[src/design/memc_cycle_defines.svh]
`ifndef MEMC_CYCLE_DEFINES_SVH
`define MEMC_CYCLE_DEFINES_SVH

// =====================================================================
// reply line encodings {wait, address hold, last}
`define REPLY_READY        3'h0
`define REPLY_WAIT         3'h4
`define REPLY_AHOLD        3'h6

// =====================================================================
// bank cycle wait setting thresholds and defaults
`define BCW_INSERT_MIN     2'h2
`define SYS_BUS_WIDTH      32
`define LOCAL_BUS_WIDTH    32
`define DEF_SETUP_WAITS    4'h1
`define DEF_DATA_WAITS     4'h0
`define DEF_CAS_LATENCY    4'h2

`endif

[src/design/memc_cycle_pkg.sv]
package memc_cycle_pkg;

    typedef enum logic [15:0] {
        ST_IDLE    = 16'h0001,
        ST_START   = 16'h0002,
        ST_BASIC1  = 16'h0004,
        ST_BASIC2  = 16'h0008,
        ST_ASETUP  = 16'h0010,
        ST_WAIT    = 16'h0020,
        ST_ACT     = 16'h0040,
        ST_BCW     = 16'h0080,
        ST_READ    = 16'h0100,
        ST_LATE    = 16'h0200,
        ST_PREC    = 16'h0400,
        ST_WRCMD   = 16'h0800,
        ST_POST_WRITE_PRECHARGE_STATE    = 16'h1000,
        ST_WRITE_END_STATE    = 16'h2000,
        ST_FLYBY   = 16'h4000,
        ST_PEND    = 16'h8000
    } cycle_state_t;

    typedef enum logic [2:0] {
        SD_NOP  = 3'h0,
        SD_ACT  = 3'h1,
        SD_READ = 3'h2,
        SD_WR   = 3'h3,
        SD_PRE  = 3'h4
    } sdram_cmd_t;

    typedef enum logic [1:0] {
        MEM_SRAM  = 2'h0,
        MEM_SDRAM = 2'h1,
        MEM_ROM   = 2'h2
    } mem_kind_t;

endpackage : memc_cycle_pkg

[src/design/memc_cycle_ctrl.sv]
`timescale 1ns/1ps
`default_nettype none
`include "memc_cycle_defines.svh"

// What this block does
// - ready reply: wait, address hold and last lines all low
// - wait reply: wait line high, address hold and last low
// - address hold reply: wait and hold high; host keeps address stable
// - last reply line is always low
// - system bus data width fixed at 32 bits
// - no sequential transfers on the system bus
// - every access opens with a start state on bus cycle start
// - two basic states, optional address setup wait, general waits
// - SDRAM activate, read and precharge each have their own state
// - bank cycle wait setting 2 or 3 adds wait after the activate command
// - latency waits follow a read command until data valid
// - SDRAM write: write command, post-write precharge, end-of-write
// - flyby DMA between SDRAM and I/O uses its own state
// - pending state while waiting to generate the next cycle
// - flyby cycles identical on system and local bus
// - two-cycle DMA uses a 32-bit local bus
// - four-word SDRAM two-cycle timing ignores speculative read
module memc_cycle_ctrl
    import memc_cycle_pkg::*;
#(
    parameter int DATA_W = `SYS_BUS_WIDTH,
    parameter int CNT_W  = 4
) (
    // clock and reset
    input  wire logic              core_clk_in,
    input  wire logic              rst_in,
    // processor system bus request
    input  wire logic              cycle_start_in,
    input  wire logic              write_in,
    input  wire logic [1:0]        mem_kind_in,
    input  wire logic              flyby_in,
    input  wire logic              spec_read_in,
    input  wire logic              mem_busy_in,
    input  wire logic [DATA_W-1:0] wdata_in,
    // configuration
    input  wire logic [1:0]        bank_cycle_wait_setting_in,
    input  wire logic [CNT_W-1:0]  setup_waits_in,
    input  wire logic [CNT_W-1:0]  data_waits_in,
    input  wire logic [CNT_W-1:0]  cas_latency_in,
    // local memory bus
    input  wire logic [DATA_W-1:0] mem_rdata_in,
    // reply lines
    output logic                   wait_reply_line_out,
    output logic                   address_hold_reply_line_out,
    output logic                   last_reply_line_out,
    output logic [DATA_W-1:0]      rdata_out,
    // local side
    output logic [2:0]             sdram_cmd_out,
    output logic                   mem_write_out,
    output logic                   flyby_ack_out,
    output logic [DATA_W-1:0]      mem_wdata_out,
    output logic [15:0]            state_out
);

    // =================================================================
    // state and access capture
    cycle_state_t      state_ff;
    cycle_state_t      nxt_state;
    logic              write_ff;
    logic [1:0]        kind_ff;
    logic              flyby_ff;
    logic              bcw_on;
    logic              cnt_load;
    logic [CNT_W-1:0]  cnt_value;
    logic              cnt_done;
    logic              reply_ready;
    logic              reply_ahold;
    logic [2:0]        reply_code;

    assign bcw_on = (bank_cycle_wait_setting_in >= `BCW_INSERT_MIN);

    always_ff @(posedge core_clk_in or posedge rst_in) begin
        if (rst_in) begin
            write_ff <= 1'b0;
            kind_ff  <= 2'h0;
            flyby_ff <= 1'b0;
        end else if (state_ff == ST_START) begin
            write_ff <= write_in;
            kind_ff  <= mem_kind_in;
            // speculative read is not looked at: timing is fixed for flyby
            flyby_ff <= flyby_in;
        end
    end

    // =================================================================
    // wait counter shared by setup, data, latency waits
    memc_wait_counter #(
        .W(CNT_W)
    ) u_wait (
        .clk_in   (core_clk_in),
        .rst_in   (rst_in),
        .load_in  (cnt_load),
        .value_in (cnt_value),
        .step_in  (1'b1),
        .done_out (cnt_done)
    );

    // =================================================================
    // next state
    always_comb begin
        nxt_state = state_ff;
        cnt_load  = 1'b0;
        cnt_value = '0;
        unique case (state_ff)
            ST_IDLE: begin
                if (cycle_start_in) begin
                    nxt_state = ST_START;
                end
            end
            ST_START: begin
                if (mem_busy_in) begin
                    nxt_state = ST_PEND;
                end else if (flyby_in && mem_kind_in == MEM_SDRAM) begin
                    nxt_state = ST_ACT;
                end else if (mem_kind_in == MEM_SDRAM) begin
                    nxt_state = ST_ACT;
                end else if (setup_waits_in != '0) begin
                    nxt_state = ST_ASETUP;
                    cnt_load  = 1'b1;
                    cnt_value = setup_waits_in - CNT_W'(1);
                end else begin
                    nxt_state = ST_BASIC1;
                end
            end
            ST_PEND: begin
                if (!mem_busy_in) begin
                    nxt_state = (kind_ff == MEM_SDRAM) ? ST_ACT : ST_BASIC1;
                end
            end
            ST_ASETUP: begin
                if (cnt_done) begin
                    nxt_state = ST_BASIC1;
                end
            end
            ST_BASIC1: begin
                nxt_state = ST_BASIC2;
                cnt_load  = 1'b1;
                cnt_value = data_waits_in;
            end
            ST_BASIC2: begin
                if (!cnt_done) begin
                    nxt_state = ST_WAIT;
                end else begin
                    nxt_state = ST_IDLE;
                end
            end
            ST_WAIT: begin
                if (cnt_done) begin
                    nxt_state = ST_IDLE;
                end
            end
            ST_ACT: begin
                if (bcw_on) begin
                    nxt_state = ST_BCW;
                end else if (flyby_ff) begin
                    nxt_state = ST_FLYBY;
                end else begin
                    nxt_state = write_ff ? ST_WRCMD : ST_READ;
                end
            end
            ST_BCW: begin
                if (flyby_ff) begin
                    nxt_state = ST_FLYBY;
                end else begin
                    nxt_state = write_ff ? ST_WRCMD : ST_READ;
                end
            end
            ST_READ: begin
                nxt_state = ST_LATE;
                cnt_load  = 1'b1;
                cnt_value = (cas_latency_in > CNT_W'(1)) ?
                            cas_latency_in - CNT_W'(2) : '0;
            end
            ST_LATE: begin
                if (cnt_done) begin
                    nxt_state = ST_PREC;
                end
            end
            ST_PREC: begin
                nxt_state = ST_IDLE;
            end
            ST_WRCMD: begin
                nxt_state = ST_POST_WRITE_PRECHARGE_STATE;
            end
            ST_POST_WRITE_PRECHARGE_STATE: begin
                nxt_state = ST_WRITE_END_STATE;
            end
            ST_WRITE_END_STATE: begin
                nxt_state = ST_IDLE;
            end
            ST_FLYBY: begin
                nxt_state = ST_PREC;
            end
            default: begin
                nxt_state = ST_IDLE;
            end
        endcase
    end

    always_ff @(posedge core_clk_in or posedge rst_in) begin
        if (rst_in) begin
            state_ff <= ST_IDLE;
        end else begin
            state_ff <= nxt_state;
        end
    end

    // =================================================================
    // reply lines; ready when the next state ends the cycle
    assign reply_ready = (state_ff != ST_IDLE) && (nxt_state == ST_IDLE);
    // hold address while the memory side cannot start the cycle yet
    assign reply_ahold = (nxt_state == ST_PEND);

    memc_reply_encoder u_reply (
        .ready_in (reply_ready),
        .ahold_in (reply_ahold),
        .code_out (reply_code)
    );

    always_ff @(posedge core_clk_in or posedge rst_in) begin
        if (rst_in) begin
            wait_reply_line_out         <= 1'b0;
            address_hold_reply_line_out <= 1'b0;
            last_reply_line_out         <= 1'b0;
        end else if (nxt_state == ST_IDLE && state_ff == ST_IDLE) begin
            wait_reply_line_out         <= 1'b0;
            address_hold_reply_line_out <= 1'b0;
            last_reply_line_out         <= 1'b0;
        end else begin
            wait_reply_line_out         <= reply_code[2];
            address_hold_reply_line_out <= reply_code[1];
            last_reply_line_out         <= 1'b0;
        end
    end

    // =================================================================
    // local side outputs
    always_ff @(posedge core_clk_in or posedge rst_in) begin
        if (rst_in) begin
            sdram_cmd_out <= SD_NOP;
        end else begin
            unique case (nxt_state)
                ST_ACT:   sdram_cmd_out <= SD_ACT;
                ST_READ:  sdram_cmd_out <= SD_READ;
                ST_PREC:  sdram_cmd_out <= SD_PRE;
                ST_POST_WRITE_PRECHARGE_STATE:  sdram_cmd_out <= SD_PRE;
                ST_WRCMD: sdram_cmd_out <= SD_WR;
                default:  sdram_cmd_out <= SD_NOP;
            endcase
        end
    end

    // data paths are single 32-bit words: no sequential bursts
    always_ff @(posedge core_clk_in or posedge rst_in) begin
        if (rst_in) begin
            mem_write_out <= 1'b0;
            flyby_ack_out <= 1'b0;
            mem_wdata_out <= '0;
            rdata_out     <= '0;
            state_out     <= ST_IDLE;
        end else begin
            // write flag is only latched when leaving the start state
            mem_write_out <= (nxt_state == ST_WRCMD) ||
                             (nxt_state == ST_BASIC1 &&
                              ((state_ff == ST_START) ? write_in : write_ff));
            flyby_ack_out <= (nxt_state == ST_FLYBY);
            mem_wdata_out <= wdata_in;
            if (state_ff == ST_LATE && cnt_done) begin
                rdata_out <= mem_rdata_in;
            end else if ((state_ff == ST_BASIC2 || state_ff == ST_WAIT) &&
                         cnt_done && !write_ff) begin
                rdata_out <= mem_rdata_in;
            end
            state_out <= nxt_state;
        end
    end

    // =================================================================
    // checks
    reply_codes_a: assert property (@(posedge core_clk_in) disable iff (rst_in)
        {wait_reply_line_out, address_hold_reply_line_out, last_reply_line_out}
        inside {`REPLY_READY, `REPLY_WAIT, `REPLY_AHOLD})
        else $error("illegal reply code");
    last_low_a: assert property (@(posedge core_clk_in) disable iff (rst_in)
        !last_reply_line_out)
        else $error("last reply driven");
    start_first_a: assert property (@(posedge core_clk_in) disable iff (rst_in)
        state_ff == ST_IDLE && cycle_start_in |=> state_ff == ST_START)
        else $error("no start state");
    read_late_a: assert property (@(posedge core_clk_in) disable iff (rst_in)
        state_ff == ST_READ |=> state_ff == ST_LATE)
        else $error("no latency state");
    write_seq_a: assert property (@(posedge core_clk_in) disable iff (rst_in)
        state_ff == ST_WRCMD |=> state_ff == ST_POST_WRITE_PRECHARGE_STATE ##1 state_ff == ST_WRITE_END_STATE)
        else $error("write sequence broken");
    bcw_ins_a: assert property (@(posedge core_clk_in) disable iff (rst_in)
        state_ff == ST_ACT && bcw_on |=> state_ff == ST_BCW)
        else $error("bank wait missing");
    nobcw_a: assert property (@(posedge core_clk_in) disable iff (rst_in)
        state_ff == ST_ACT && !bcw_on |=> state_ff != ST_BCW)
        else $error("bank wait unexpected");
    pend_hold_a: assert property (@(posedge core_clk_in) disable iff (rst_in)
        state_ff == ST_START && mem_busy_in |=> state_ff == ST_PEND
        ##0 address_hold_reply_line_out && wait_reply_line_out)
        else $error("pending hold missing");
    ready_end_a: assert property (@(posedge core_clk_in) disable iff (rst_in)
        state_ff == ST_WRITE_END_STATE |=> !wait_reply_line_out && !address_hold_reply_line_out)
        else $error("ready missing");
    flyby_ack_a: assert property (@(posedge core_clk_in) disable iff (rst_in)
        state_ff == ST_FLYBY |-> flyby_ack_out)
        else $error("flyby ack missing");

    rd_cov_c: cover property (@(posedge core_clk_in) disable iff (rst_in)
        state_ff == ST_READ ##1 state_ff == ST_LATE);
    wr_cov_c: cover property (@(posedge core_clk_in) disable iff (rst_in)
        state_ff == ST_WRITE_END_STATE);
    fly_cov_c: cover property (@(posedge core_clk_in) disable iff (rst_in)
        state_ff == ST_FLYBY);
    pend_cov_c: cover property (@(posedge core_clk_in) disable iff (rst_in)
        state_ff == ST_PEND);

endmodule : memc_cycle_ctrl
`default_nettype wire

[src/design/memc_wait_counter.sv]
`timescale 1ns/1ps
`default_nettype none
// loadable down counter; done is high while count is zero
module memc_wait_counter #(
    parameter int W = 4
) (
    input  wire logic         clk_in,
    input  wire logic         rst_in,
    input  wire logic         load_in,
    input  wire logic [W-1:0] value_in,
    input  wire logic         step_in,
    output logic              done_out
);
    logic [W-1:0] count_ff;

    always_ff @(posedge clk_in or posedge rst_in) begin
        if (rst_in) begin
            count_ff <= '0;
        end else if (load_in) begin
            count_ff <= value_in;
        end else if (step_in && count_ff != '0) begin
            count_ff <= count_ff - W'(1);
        end
    end

    assign done_out = (count_ff == '0);
endmodule : memc_wait_counter
`default_nettype wire

[src/design/memc_reply_encoder.sv]
`timescale 1ns/1ps
`default_nettype none
`include "memc_cycle_defines.svh"
// maps reply kind onto the three reply lines; only three legal codes exist
module memc_reply_encoder (
    input  wire logic       ready_in,
    input  wire logic       ahold_in,
    output logic [2:0]      code_out
);
    always_comb begin
        if (ready_in) begin
            code_out = `REPLY_READY;
        end else if (ahold_in) begin
            code_out = `REPLY_AHOLD;
        end else begin
            code_out = `REPLY_WAIT;
        end
    end
endmodule : memc_reply_encoder
`default_nettype wire

[config.mk]
export PLATFORM = sky130hd
export DESIGN_NAME = memc_cycle_ctrl
export DESIGN_NICKNAME = d
export VERILOG_FILES = /design/src/design/memc_cycle_pkg.sv /design/src/design/memc_cycle_ctrl.sv /design/src/design/memc_wait_counter.sv /design/src/design/memc_reply_encoder.sv
export VERILOG_INCLUDE_DIRS = /design/src /design/src/design
export SDC_FILE = /design/constraint.sdc
export NUM_CORES = 1
export LEC_CHECK = 0
export BUFFER_PORTS_ARGS = -buffer_cell sky130_fd_sc_hd__buf_2
export CAP_MARGIN = 20
export CORE_UTILIZATION = 40
export DETAILED_ROUTE_END_ITERATION = 16
export PLACE_DENSITY = 0.75
export SYNTH_ARGS = -nofsm -noshare
export SYNTH_HDL_FRONTEND = slang
export SYNTH_SLANG_ARGS = --single-unit
[constraint.sdc]
create_clock -name core_clk_in -period 10.1 [get_ports core_clk_in]
set_input_delay 2.525 -clock core_clk_in [delete_from_list [all_inputs] [get_ports core_clk_in]]
set_output_delay 2.525 -clock core_clk_in [all_outputs]
set_load 0.02 [all_outputs]
==> results of run 1 <==
-- per-layer routing --
layer / vias to the layer above / global-route usage, % / part of all wire, %
met5: - / 0 / 0
met4: 0 / 5.38 / 1.2
met3: 12 / 3.66 / 6.4
met2: 120 / 28.7 / 50
met1: 1440 / 22.9 / 43
li1: 1421 / - / -
-- cell type report --
class	instances	area [µm²]
Clock buffer	10	138
Inverter	12	46.3
Multi-Input combinational cell	186	1530
Clock inverter	6	63.8
Timing Repair Buffer	174	878
Tap cell	133	166
Fill cell	897	4620
Sequential cell	95	2380
-- worst min path at each step --
stage | endpoint | start | slack [ns]
6_report | kind_ff[0]$_DFFE_PP0P_ | kind_ff[0]$_DFFE_PP0P_ | 0.47
5_1_grt | sdram_cmd_out[1]$_DFF_PP0_ | flyby_ff$_DFFE_PP0P_ | 0.50
4_1_cts | kind_ff[0]$_DFFE_PP0P_ | kind_ff[0]$_DFFE_PP0P_ | 0.48
3_5_place_dp | kind_ff[0]$_DFFE_PP0P_ | kind_ff[0]$_DFFE_PP0P_ | 0.46
3_3_place_gp | kind_ff[0]$_DFFE_PP0P_ | kind_ff[0]$_DFFE_PP0P_ | 0.45
2_1_floorplan | kind_ff[0]$_DFFE_PP0P_ | kind_ff[0]$_DFFE_PP0P_ | 0.43
-- state kept, by name, summed over array words and instances, names as in the netlist --
name                         count
kind_ff                          2
u_wait.count_ff                  4
mem_write_out                    1
flyby_ack_out                    1
flyby_ff                         1
rdata_out                       32
mem_wdata_out                   32
wait_reply_line_out              1
address_hold_reply_line_out      1
write_ff                         1
state_out                       16
sdram_cmd_out                    3
-- power breakdown --
group / leakage (µW) / switching, µW / total (µW) / internal [µW]
Sequential: 0.00123 / 28.9 / 444 / 416
Clock: 0.0000997 / 142 / 245 / 103
Combinational: 0.00146 / 131 / 227 / 95.9
Total: 0.00279 / 302 / 917 / 615
-- placed cells by master (no fill, tap or decap), types with 2 or more instances in the layout --
cell type                   instances
sky130_fd_sc_hd__a211oi_1           4
sky130_fd_sc_hd__a21o_1             5
sky130_fd_sc_hd__a21oi_1            4
sky130_fd_sc_hd__a221o_1            2
sky130_fd_sc_hd__a2bb2oi_1          4
sky130_fd_sc_hd__and3_1             2
sky130_fd_sc_hd__and4_1             3
sky130_fd_sc_hd__buf_2            171
sky130_fd_sc_hd__buf_4              3
sky130_fd_sc_hd__clkbuf_8          10
sky130_fd_sc_hd__dfrtp_1           94
sky130_fd_sc_hd__ha_1               4
sky130_fd_sc_hd__inv_1             11
sky130_fd_sc_hd__inv_8              2
sky130_fd_sc_hd__mux2_2             3
sky130_fd_sc_hd__mux2_4            30
sky130_fd_sc_hd__nand2_1           20
sky130_fd_sc_hd__nand2b_1           4
sky130_fd_sc_hd__nand3_1            9
sky130_fd_sc_hd__nand4_1            2
sky130_fd_sc_hd__nor2_1            23
sky130_fd_sc_hd__nor2b_1            6
sky130_fd_sc_hd__nor3_1             9
sky130_fd_sc_hd__nor4_1             3
sky130_fd_sc_hd__nor4_4             3
sky130_fd_sc_hd__nor4b_1            5
sky130_fd_sc_hd__o21ai_0            4
sky130_fd_sc_hd__or3b_2             2
sky130_fd_sc_hd__xnor2_1            6
sky130_fd_sc_hd__xor2_1             3
-- per-stage QoR --
stage / total power, µW / utilization (%) / std cells / worst slack (ns) / hold WS, ns
floorplan: 607 / - / 303 / 5.10 / 0.431
global route: 976 / 53.0 / 616 / 6.25 / 0.504
finish: 917 / 53.0 / 616 / 6.37 / 0.475
CTS: 928 / 53.0 / 616 / 6.38 / 0.479
global placement: 671 / 50.9 / 600 / 6.00 / 0.447
detailed placement: 679 / 50.9 / 600 / 5.98 / 0.457
-- cell families after synthesis --
kind of cell,after synthesis
AOI/OAI and AO/OA,32
xor gates and xnor gates,9
adders and majority gates,4
buffers and inverters,22
DFF,95
muxes,34
other,1
and+or+nand+nor,106
-- worst reg2reg max path, stage by stage (launching register included) --
cell and delay, ns:
sky130_fd_sc_hd__dfrtp_1 0.53, sky130_fd_sc_hd__nor4_4 0.46, sky130_fd_sc_hd__nand4_2 0.21, sky130_fd_sc_hd__or4b_4 0.54, sky130_fd_sc_hd__o31ai_4 0.07, sky130_fd_sc_hd__buf_4 0.52
sky130_fd_sc_hd__mux2_2 0.43
==> results.py, run 1 <==
metrics = {
    "clocking": {
        "cts_tree": "done",
        "cts.path.max_buffers": 2,
        "htreeDepth": 3,
        "clk_transition_reported_paths_ns": 0.11,
        "cts_buffers": 9,
        "clockRootBuffer": "sky130_fd_sc_hd__clkbuf_8",
        "clock_network_latency_to_the_later_pin_of_the_worst_skew_pair_ns": 0.36,
        "cts.hold.buffers_added": 0,
        "postCtsSetupBuffers": 0,
        "cts_sinks": 95,
        "cts_repair_resized_insts": 0,
    },
    "yosys": {
        "postSynth.asyncResetShare_pct": 100,
        "synth_fp_nets": 394,
        "synth_top_family_by_area": "simple AND/OR/NAND/NOR gates",
        "netlist_area_mm2": 0.00406,
        "synth.yosys.warnings": 0,
        "synth_top_cells_by_count": "sky130_fd_sc_hd__dfrtp_1 (94), sky130_fd_sc_hd__mux2_4 (30), sky130_fd_sc_hd__nor2_1 (23), sky130_fd_sc_hd__nand2_1 (20), sky130_fd_sc_hd__inv_1 (12)",
        "synth_compound_area_share_pct": 6.32,
        "muxShareOfSynthArea_pct": 12.2,
        "yosysUniqueCellTypes": 58,
        "gate_count_after_technology_mapping": 303,
        "synth_seq_area_share_pct": 58.6,
        "synth_area_leaders": "sky130_fd_sc_hd__dfrtp_1 (58%), sky130_fd_sc_hd__mux2_4 (11%), sky130_fd_sc_hd__nor2_1 (2.1%)",
        "count_of_state_elements_after_synthesis": 95,
        "synthesized_area_fraction_occupied_by_adder_cells_pct": 1.23,
        "number_of_enable_type_register_cells_in_the_synthesized_netlist": 0,
        "yosysTopAreaCellShare_pct": 58.0,
        "yosys.cell_count.top_type": "sky130_fd_sc_hd__dfrtp_1",
        "synth_area_leader_cell": "sky130_fd_sc_hd__dfrtp_1",
        "post_synth.cell_area_avg_um2": 13.4,
        "synthFlopType": "sky130_fd_sc_hd__dfrtp_1",
        "synth_simple_gate_area_share_pct": 16.0,
        "yosys.area_share.xor_xnor_pct": 1.94,
    },
    "critical_path": {
        "reg2reg_slack_ns": 7.24,
        "timing.critical_path.required_ns": 10.34,
        "crit_path_buffers_inverters": 2,
        "critical-path-top-delay-family": "simple AND/OR/NAND/NOR gates",
        "crit_path_end": "u_wait.count_ff[1]$_DFFE_PP0P_",
        "timing.critical_path.slowest_cell_delay_ns": 0.47,
        "critPathMaxFanout": 4,
        "timing.critical_path.arrival_ns": 3.98,
        "path_class": "primary input to flip-flop",
        "setup.worst_path.end_class": "flip-flop",
        "crit_path_start": "setup_waits_in[0]",
        "regToRegEndpoint": "rdata_out[31]$_DFFE_PP0P_",
        "worst_r2r_startpoint": "state_out[2]$_DFF_PP0_",
        "cpMaxStageDelayCell": "sky130_fd_sc_hd__or3b_2",
        "setup.worst_path.start_class": "primary input",
        "stages_on_the_worst_setup_path": 8,
        "crit_path_cell_trace": "buf_2, inv_1, ha_1, or3b_2, nand3_1, nor3_1, a211oi_1, a21oi_1",
        "worstRegToRegCells": 6,
    },
    "grt": {
        "grt_max_degree": 79,
        "initial_antenna_violation_count": 0,
        "grt.total_usage_pct": 17.4,
        "grt_pass1_wl_um": 13900,
        "grt_overflow": 0,
        "number_of_global_route_vias_before_repair": 2858,
    },
    "route": {
        "drt_first_pass_iters": 4,
        "vias_per_cell": 4.86,
        "drtAntennaViolNets": 0,
        "detailroute.via_count": 2993,
        "detail_route.iter0.violations": 118,
        "post_drt_wl_per_cell_um": 14.8,
        "drt_drc_violations_left": 0,
        "route.final.wire_length_um": 9140,
    },
    "worst_hold_path": {
        "holdCritPathClass": "flip-flop to flip-flop",
        "whs_path_depth": 2,
    },
    "die": {
        "coreArea_mm2": 0.00982,
        "die_width_um": 103,
        "die_area_mm2": 0.0106,
        "io_pins": 175,
        "floorplan.initialDensity_pct": 41.3,
        "chipHeight_um": 103,
        "rows": 36,
    },
    "placed_design": {
        "post-dp-hpwl_um": 6920,
        "detailed_place.area_mm2": 0.00500,
        "port_buffer_count": 171,
        "finalWeightedCongestion": 0.851,
    },
    "timing": {
        "rsz_0062_raised_after_global_routing": "false",
        "max_freq_ghz": 0.268,
        "slew-limit-headroom_pct": 36.5,
        "finalSetupViolCount": 0,
        "setup_tns_ns": 0,
        "tightestPinTransition_ns": 0.953,
        "fin_worst_skew_ns": 0.0182,
        "final.min_clock_period_ns": 3.73,
        "timing.final.crit_share_pct": 36.9,
        "maxSlewViolCount": 0,
        "final_hold_viol_count": 0,
    },
    "power_and_ir_drop": {
        "power.density_mw_per_mm2": 176,
        "peakVddDrop_mv": 0.0836,
        "power_leakage_uw": 0.00279,
    },
    "finish": {
        "final_design_area_no_fill_mm2": 0.00520,
        "final_net_count": 569,
        "final_layout_size_suffix_gt1_share_pct": 49.5,
        "syn_to_final_growth_pct": 28.2,
        "insertedDiodeCount": 0,
    },
    "run_status": {
        "outcome": "complete, no violations",
    },
    "flow_run": {
        "maxCapViolations": 0,
    },
}
(Power assumes the default switching activity.)
==> inputs of run 2 (changes only) <==
Clock period 10.1 ns to 3.7 ns, I/O delays scaled along.
==> results.py, run 2 (synthesis gave the netlist of run 1 again) <==
metrics = {
    "placed_design": {
        "finalWeightedCongestion": 0.895,
        "pre_cts_slack_ns": 1.11,
        "post-dp-hpwl_um": 7230,
        "port_buffer_count": 171,
    },
    "timing": {
        "tightestPinTransition_ns": 0.916,
        "slew-limit-headroom_pct": 38.9,
        "rsz_0062_raised_after_global_routing": "false",
        "fin_hold_ws_ns": 0.482,
        "maxSlewViolCount": 0,
        "finalSetupViolCount": 0,
        "final_hold_viol_count": 0,
        "timing.final.crit_share_pct": 70.3,
        "max_freq_ghz": 0.384,
        "final.min_clock_period_ns": 2.60,
        "setup_slack_ns": 1.10,
        "setup_tns_ns": 0,
        "fin_worst_skew_ns": 0.0146,
    },
    "clocking": {
        "cts_sinks": 95,
        "cts.hold.buffers_added": 0,
        "cts_buffers": 9,
        "clock_network_latency_to_the_later_pin_of_the_worst_skew_pair_ns": 0.35,
        "postCtsSetupBuffers": 0,
        "cts_repair_resized_insts": 0,
        "cts.path.max_buffers": 2,
        "clockRootBuffer": "sky130_fd_sc_hd__clkbuf_8",
        "htreeDepth": 3,
        "cts_tree": "done",
        "clk_transition_reported_paths_ns": 0.09,
    },
    "critical_path": {
        "timing.critical_path.slowest_cell_delay_ns": 0.53,
        "path_class": "flip-flop to flip-flop",
        "crit_path_cell_trace": "nor4_4, nand4_2, or4b_4, o31ai_4, buf_12, mux2_2",
        "crit_path_buffers_inverters": 1,
        "setup.worst_path.end_class": "flip-flop",
        "reg2reg_slack_ns": 1.10,
        "cpMaxStageDelayCell": "sky130_fd_sc_hd__dfrtp_1",
        "timing.critical_path.arrival_ns": 2.84,
        "critPathMaxFanout": 32,
        "setup.worst_path.start_class": "flip-flop",
        "timing.critical_path.required_ns": 3.94,
        "critical-path-top-delay-family": "simple AND/OR/NAND/NOR gates",
    },
    "die": {
        "chipHeight_um": 103,
        "coreArea_mm2": 0.00982,
        "floorplan.initialDensity_pct": 41.3,
        "io_pins": 175,
        "die_area_mm2": 0.0106,
        "rows": 36,
        "die_width_um": 103,
    },
    "power_and_ir_drop": {
        "peakVddDrop_mv": 0.263,
        "power_leakage_uw": 0.00279,
        "power.density_mw_per_mm2": 484,
    },
    "finish": {
        "final_net_count": 569,
        "mostFrequentLayoutCells": "sky130_fd_sc_hd__buf_2 (171), sky130_fd_sc_hd__dfrtp_1 (94), sky130_fd_sc_hd__mux2_4 (30), sky130_fd_sc_hd__nor2_1 (23), sky130_fd_sc_hd__nand2_1 (20)",
        "layout_commonest_cell": "sky130_fd_sc_hd__buf_2",
        "syn_to_final_growth_pct": 28.8,
        "insertedDiodeCount": 0,
        "final_layout_size_suffix_gt1_share_pct": 49.3,
        "largest_registers": "mem_wdata_out: 32 flops, rdata_out: 32 flops, state_out: 16 flops",
        "post-route-util_pct": 53.2,
    },
    "grt": {
        "number_of_global_route_vias_before_repair": 2902,
        "initial_antenna_violation_count": 0,
        "grt_overflow": 0,
        "grt_pass1_wl_um": 13900,
        "grt.total_usage_pct": 17.5,
        "grt_max_degree": 54,
    },
    "route": {
        "drtAntennaViolNets": 0,
        "detail_route.iter0.violations": 149,
        "detailroute.via_count": 3001,
        "vias_per_cell": 4.87,
        "drt_first_pass_iters": 5,
        "post_drt_wl_per_cell_um": 15.4,
        "route.final.wire_length_um": 9480,
        "drt_drc_violations_left": 0,
    },
    "worst_hold_path": {
        "holdCritPathClass": "flip-flop to flip-flop",
    },
    "flow_run": {
        "maxCapViolations": 0,
    },
    "run_status": {
        "outcome": "complete, no violations",
    },
}
run 2: changes by cell type in the layout (fill, tap and decap cells not counted), sizes merged:
cell	delta
clkinv	-2
bufinv	+1
clkinvlp	+1
run 2: per-layer routing:
layer | up-vias | global-route usage [%] | routed length, µm
li1 | 1420 | - | -
met3 | 10 | 4.20 | 654
met1 | 1441 | 21.4 | 3910
met4 | 0 | 5.49 | 103
met2 | 130 | 30.3 | 4820
met5 | - | 0 | 0
run 2: final timing paths:
| path | startpoint | endpoint | depth (start not counted) |
|---|---|---|---|
| worst min register to register | kind_ff[0]$_DFFE_PP0P_ | kind_ff[0]$_DFFE_PP0P_ | 2 |
| max in group asynchronous | rst_in | rdata_out[18]$_DFFE_PP0P_ | 3 |
| worst max register to register | state_out[2]$_DFF_PP0_ | rdata_out[19]$_DFFE_PP0P_ | 6 |
| worst min-delay path | kind_ff[0]$_DFFE_PP0P_ | kind_ff[0]$_DFFE_PP0P_ | 2 |
| worst max-delay path | state_out[2]$_DFF_PP0_ | rdata_out[19]$_DFFE_PP0P_ | 6 |
| min in group asynchronous | rst_in | mem_wdata_out[6]$_DFF_PP0_ | 2 |
run 2: worst min-delay path, stage by stage (launching register included):
cell and delay [ns]:
sky130_fd_sc_hd__dfrtp_1 0.35, sky130_fd_sc_hd__nand2_1 0.05, sky130_fd_sc_hd__nand2_1 0.05
run 2: stage by stage:
| step | cells | power (µW) | cell area, µm² |
|---|---|---|---|
| final | 616 | 2530 | 5230 |
| after floorplan | 303 | 1660 | 4060 |
| after global placement | 600 | 1830 | 5030 |
| after CTS | 616 | 2560 | 5230 |
| after detailed placement | 600 | 1860 | 5030 |
| after global routing | 616 | 2670 | 5230 |
run 2: layout make-up:
class	count	area [µm²]
clock inverter	6	73.8
inverter	12	46.3
fill	917	4590
multi-input combinational	186	1530
clock buffer	10	128
tap	133	166
sequential	95	2380
timing repair buffer	174	903
run 2: where the power goes:
part	internal [µW]	total (µW)	switching [µW]	leakage (µW)
registers	1130	1210	79.7	0.00123
logic	263	625	362	0.00147
clock network	322	692	370	0.0000954
==> inputs of run 3 (changes only) <==
Settings changed: ABC_AREA from default to 1.
Clock period 3.7 ns to 2.5 ns, I/O delays scaled along.
==> results.py, run 3 <==
metrics = {
    "clocking": {
        "cts.hold.buffers_added": 0,
        "clk_transition_reported_paths_ns": 0.11,
        "cts_sinks": 95,
        "clock_network_latency_to_the_later_pin_of_the_worst_skew_pair_ns": 0.37,
        "clockRootBuffer": "sky130_fd_sc_hd__clkbuf_8",
        "htreeDepth": 3,
        "cts_repair_resized_insts": 0,
        "postCtsSetupBuffers": 0,
        "cts_tree": "done",
        "cts.path.max_buffers": 2,
        "cts_buffers": 9,
    },
    "timing": {
        "timing.final.crit_share_pct": 82.9,
        "final.min_clock_period_ns": 2.07,
        "maxSlewViolCount": 0,
        "final_hold_viol_count": 0,
        "finalSetupViolCount": 0,
        "slew-limit-headroom_pct": 60.5,
        "max_freq_ghz": 0.483,
        "rsz_0062_raised_after_global_routing": "false",
        "setup_tns_ns": 0,
        "fin_worst_skew_ns": 0.0163,
        "tightestPinTransition_ns": 0.592,
    },
    "yosys": {
        "yosysUniqueCellTypes": 32,
        "number_of_enable_type_register_cells_in_the_synthesized_netlist": 0,
        "gate_count_after_technology_mapping": 430,
        "synth_top_cells_by_count": "sky130_fd_sc_hd__dfrtp_1 (94), sky130_fd_sc_hd__nand2_1 (89), sky130_fd_sc_hd__inv_1 (69), sky130_fd_sc_hd__nor2_1 (47), sky130_fd_sc_hd__o21ai_2 (32)",
        "synth.yosys.warnings": 0,
        "synthFlopType": "sky130_fd_sc_hd__dfrtp_1",
        "synth_fp_nets": 521,
        "synth_area_leader_cell": "sky130_fd_sc_hd__dfrtp_1",
        "synth_seq_area_share_pct": 57.6,
        "count_of_state_elements_after_synthesis": 95,
        "post_synth.cell_area_avg_um2": 9.61,
        "synth_area_leaders": "sky130_fd_sc_hd__dfrtp_1 (57%), sky130_fd_sc_hd__nand2_1 (8.1%), sky130_fd_sc_hd__o21ai_2 (6.8%)",
        "yosysTopAreaCellShare_pct": 57.0,
        "yosys.cell_count.top_type": "sky130_fd_sc_hd__dfrtp_1",
        "postSynth.asyncResetShare_pct": 100,
        "netlist_area_mm2": 0.00413,
    },
    "power_and_ir_drop": {
        "power.density_mw_per_mm2": 696,
        "peakVddDrop_mv": 0.384,
        "power_leakage_uw": 0.00295,
    },
    "route": {
        "detailroute.via_count": 3362,
        "route.final.wire_length_um": 9720,
        "detail_route.iter0.violations": 150,
        "drt_first_pass_iters": 4,
        "post_drt_wl_per_cell_um": 13.0,
        "vias_per_cell": 4.51,
        "drt_drc_violations_left": 0,
        "drtAntennaViolNets": 0,
    },
    "grt": {
        "grt_overflow": 0,
        "grt_pass1_wl_um": 15800,
        "grt_max_degree": 65,
        "initial_antenna_violation_count": 0,
        "grt.total_usage_pct": 18.8,
        "number_of_global_route_vias_before_repair": 3444,
    },
    "critical_path": {
        "setup.worst_path.end_class": "flip-flop",
        "timing.critical_path.arrival_ns": 2.36,
        "crit_path_cell_trace": "nor2_1, nand2_2, nor2_2, buf_4, nand2_4, nor2_2, inv_2, nor2_4, inv_2, o21bai_1, a21oi_1, nor2_1",
        "stages_on_the_worst_setup_path": 12,
        "path_class": "flip-flop to flip-flop",
        "critPathMaxFanout": 8,
        "timing.critical_path.required_ns": 2.79,
        "setup.worst_path.start_class": "flip-flop",
        "worstRegToRegCells": 12,
        "cpMaxStageDelayCell": "sky130_fd_sc_hd__dfrtp_1",
        "timing.critical_path.slowest_cell_delay_ns": 0.43,
        "critical-path-top-delay-family": "simple AND/OR/NAND/NOR gates",
        "crit_path_buffers_inverters": 3,
    },
    "die": {
        "die_width_um": 104,
        "chipHeight_um": 104,
        "io_pins": 175,
        "floorplan.initialDensity_pct": 41.7,
        "coreArea_mm2": 0.00991,
        "rows": 36,
        "die_area_mm2": 0.0107,
    },
    "finish": {
        "total_of_fill_cells_in_the_finished_design": 926,
        "largest_registers": "mem_wdata_out: 32 flops, rdata_out: 32 flops, state_out: 16 flops",
        "final-instance-count-excl-fill": 746,
        "mostFrequentLayoutCells": "sky130_fd_sc_hd__buf_2 (171), sky130_fd_sc_hd__dfrtp_1 (94), sky130_fd_sc_hd__nand2_1 (89), sky130_fd_sc_hd__inv_1 (68), sky130_fd_sc_hd__nor2_1 (47)",
        "syn_to_final_growth_pct": 29.0,
        "layout_commonest_cell": "sky130_fd_sc_hd__buf_2",
        "final_layout_size_suffix_gt1_share_pct": 41.9,
        "final_net_count": 699,
        "insertedDiodeCount": 0,
    },
    "run_status": {
        "outcome": "complete, no violations",
    },
    "worst_hold_path": {
        "holdCritPathClass": "primary input to async pin",
    },
    "placed_design": {
        "port_buffer_count": 171,
        "finalWeightedCongestion": 0.876,
        "post-dp-hpwl_um": 7550,
        "dp_cells": 730,
    },
    "flow_run": {
        "maxCapViolations": 0,
    },
}
[run 3: cell count changes after synthesis, moves of 6 or more]
| cell | before | now |
|---|---|---|
| sky130_fd_sc_hd__mux2_4 | 30 | 0 |
| sky130_fd_sc_hd__nor2b_1 | 6 | 0 |
| sky130_fd_sc_hd__nor2_1 | 23 | 47 |
| sky130_fd_sc_hd__o21ai_2 | 0 | 32 |
| sky130_fd_sc_hd__buf_6 | 1 | 7 |
| sky130_fd_sc_hd__nand2_1 | 20 | 89 |
| sky130_fd_sc_hd__nor2_2 | 0 | 11 |
| sky130_fd_sc_hd__inv_1 | 12 | 69 |
| sky130_fd_sc_hd__nand3_1 | 9 | 15 |
| sky130_fd_sc_hd__inv_2 | 0 | 8 |
[run 3: final timing paths]
check	slack (ns)	endpoint	startpoint
setup / recovery	0.43	u_wait.count_ff[3]$_DFFE_PP0P_	state_out[8]$_DFF_PP0_
hold / removal	0.31	rdata_out[25]$_DFFE_PP0P_	rst_in
setup reg to reg	0.43	u_wait.count_ff[3]$_DFFE_PP0P_	state_out[8]$_DFF_PP0_
hold reg to reg	0.47	state_out[8]$_DFF_PP0_	write_ff$_DFF_PP0_
max in group asynchronous	1.37	rdata_out[9]$_DFFE_PP0P_	rst_in
min in group core_clk_in	0.35	mem_wdata_out[19]$_DFF_PP0_	wdata_in[19]
[run 3: cell families (layout without fill, tap and decap cells)]
family | count (synthesis) | in the layout | share of synthesized area (%)
and+or+nand+nor | 184 | 184 | 20.2
DFF | 95 | 95 | 57.6
buffers and inverters | 85 | 268 | 9.09
AOI/OAI and AO/OA | 56 | 56 | 10.8
xor gates and xnor gates | 5 | 5 | 1.06
adders and majority gates | 4 | 4 | 1.21
other | 1 | 1 | 0.0908
[run 3: final cells by class]
| class | instances | area, µm² | area share, % |
|---|---|---|---|
| Clock buffer | 9 | 124 | 2.33 |
| Clock inverter | 7 | 78.8 | 1.48 |
| Inverter | 77 | 293 | 5.50 |
| Multi-Input combinational cell | 250 | 1380 | 25.8 |
| Sequential cell | 95 | 2380 | 44.6 |
| Tap cell | 133 | 166 | 3.12 |
| Timing Repair Buffer | 175 | 911 | 17.1 |
[run 3: routing by layer]
metal  up-vias  GRT usage, %  part of all wire (%)
li1       1671             -                     -
met4         0          8.80                   2.4
met2       136          33.6                    49
met1      1538          20.0                    40
met3        17          6.04                   8.4
met5         -             0                     0
[run 3: report_power, final]
group          switching, µW  internal, µW  total, µW
Sequential              92.5          1680       1780
Clock                    607           400       1010
Combinational            610           316        925
[run 3: worst register-to-register path: stages, from the launching register on]
cell,delay (ns)
sky130_fd_sc_hd__dfrtp_1,0.43
sky130_fd_sc_hd__nor2_1,0.22
sky130_fd_sc_hd__nand2_2,0.12
sky130_fd_sc_hd__nor2_2,0.29
sky130_fd_sc_hd__buf_4,0.21
sky130_fd_sc_hd__nand2_4,0.08
sky130_fd_sc_hd__nor2_2,0.11
sky130_fd_sc_hd__inv_2,0.06
sky130_fd_sc_hd__nor2_4,0.12
sky130_fd_sc_hd__inv_2,0.06
sky130_fd_sc_hd__o21bai_1,0.15
sky130_fd_sc_hd__a21oi_1,0.06
sky130_fd_sc_hd__nor2_1,0.09
[run 3: through the flow]
step	utilization [%]	cell area, µm²	hold slack (ns)	setup slack [ns]	power (µW)
2_1_floorplan	-	4130	0.425	0.658	2430
6_report	53.8	5330	0.306	0.429	3710
4_1_cts	53.8	5330	0.306	0.452	3760
5_1_grt	53.8	5330	0.328	0.280	3920
3_3_place_gp	51.7	5120	0.432	0.342	2700
3_5_place_dp	51.7	5120	0.456	0.192	2730
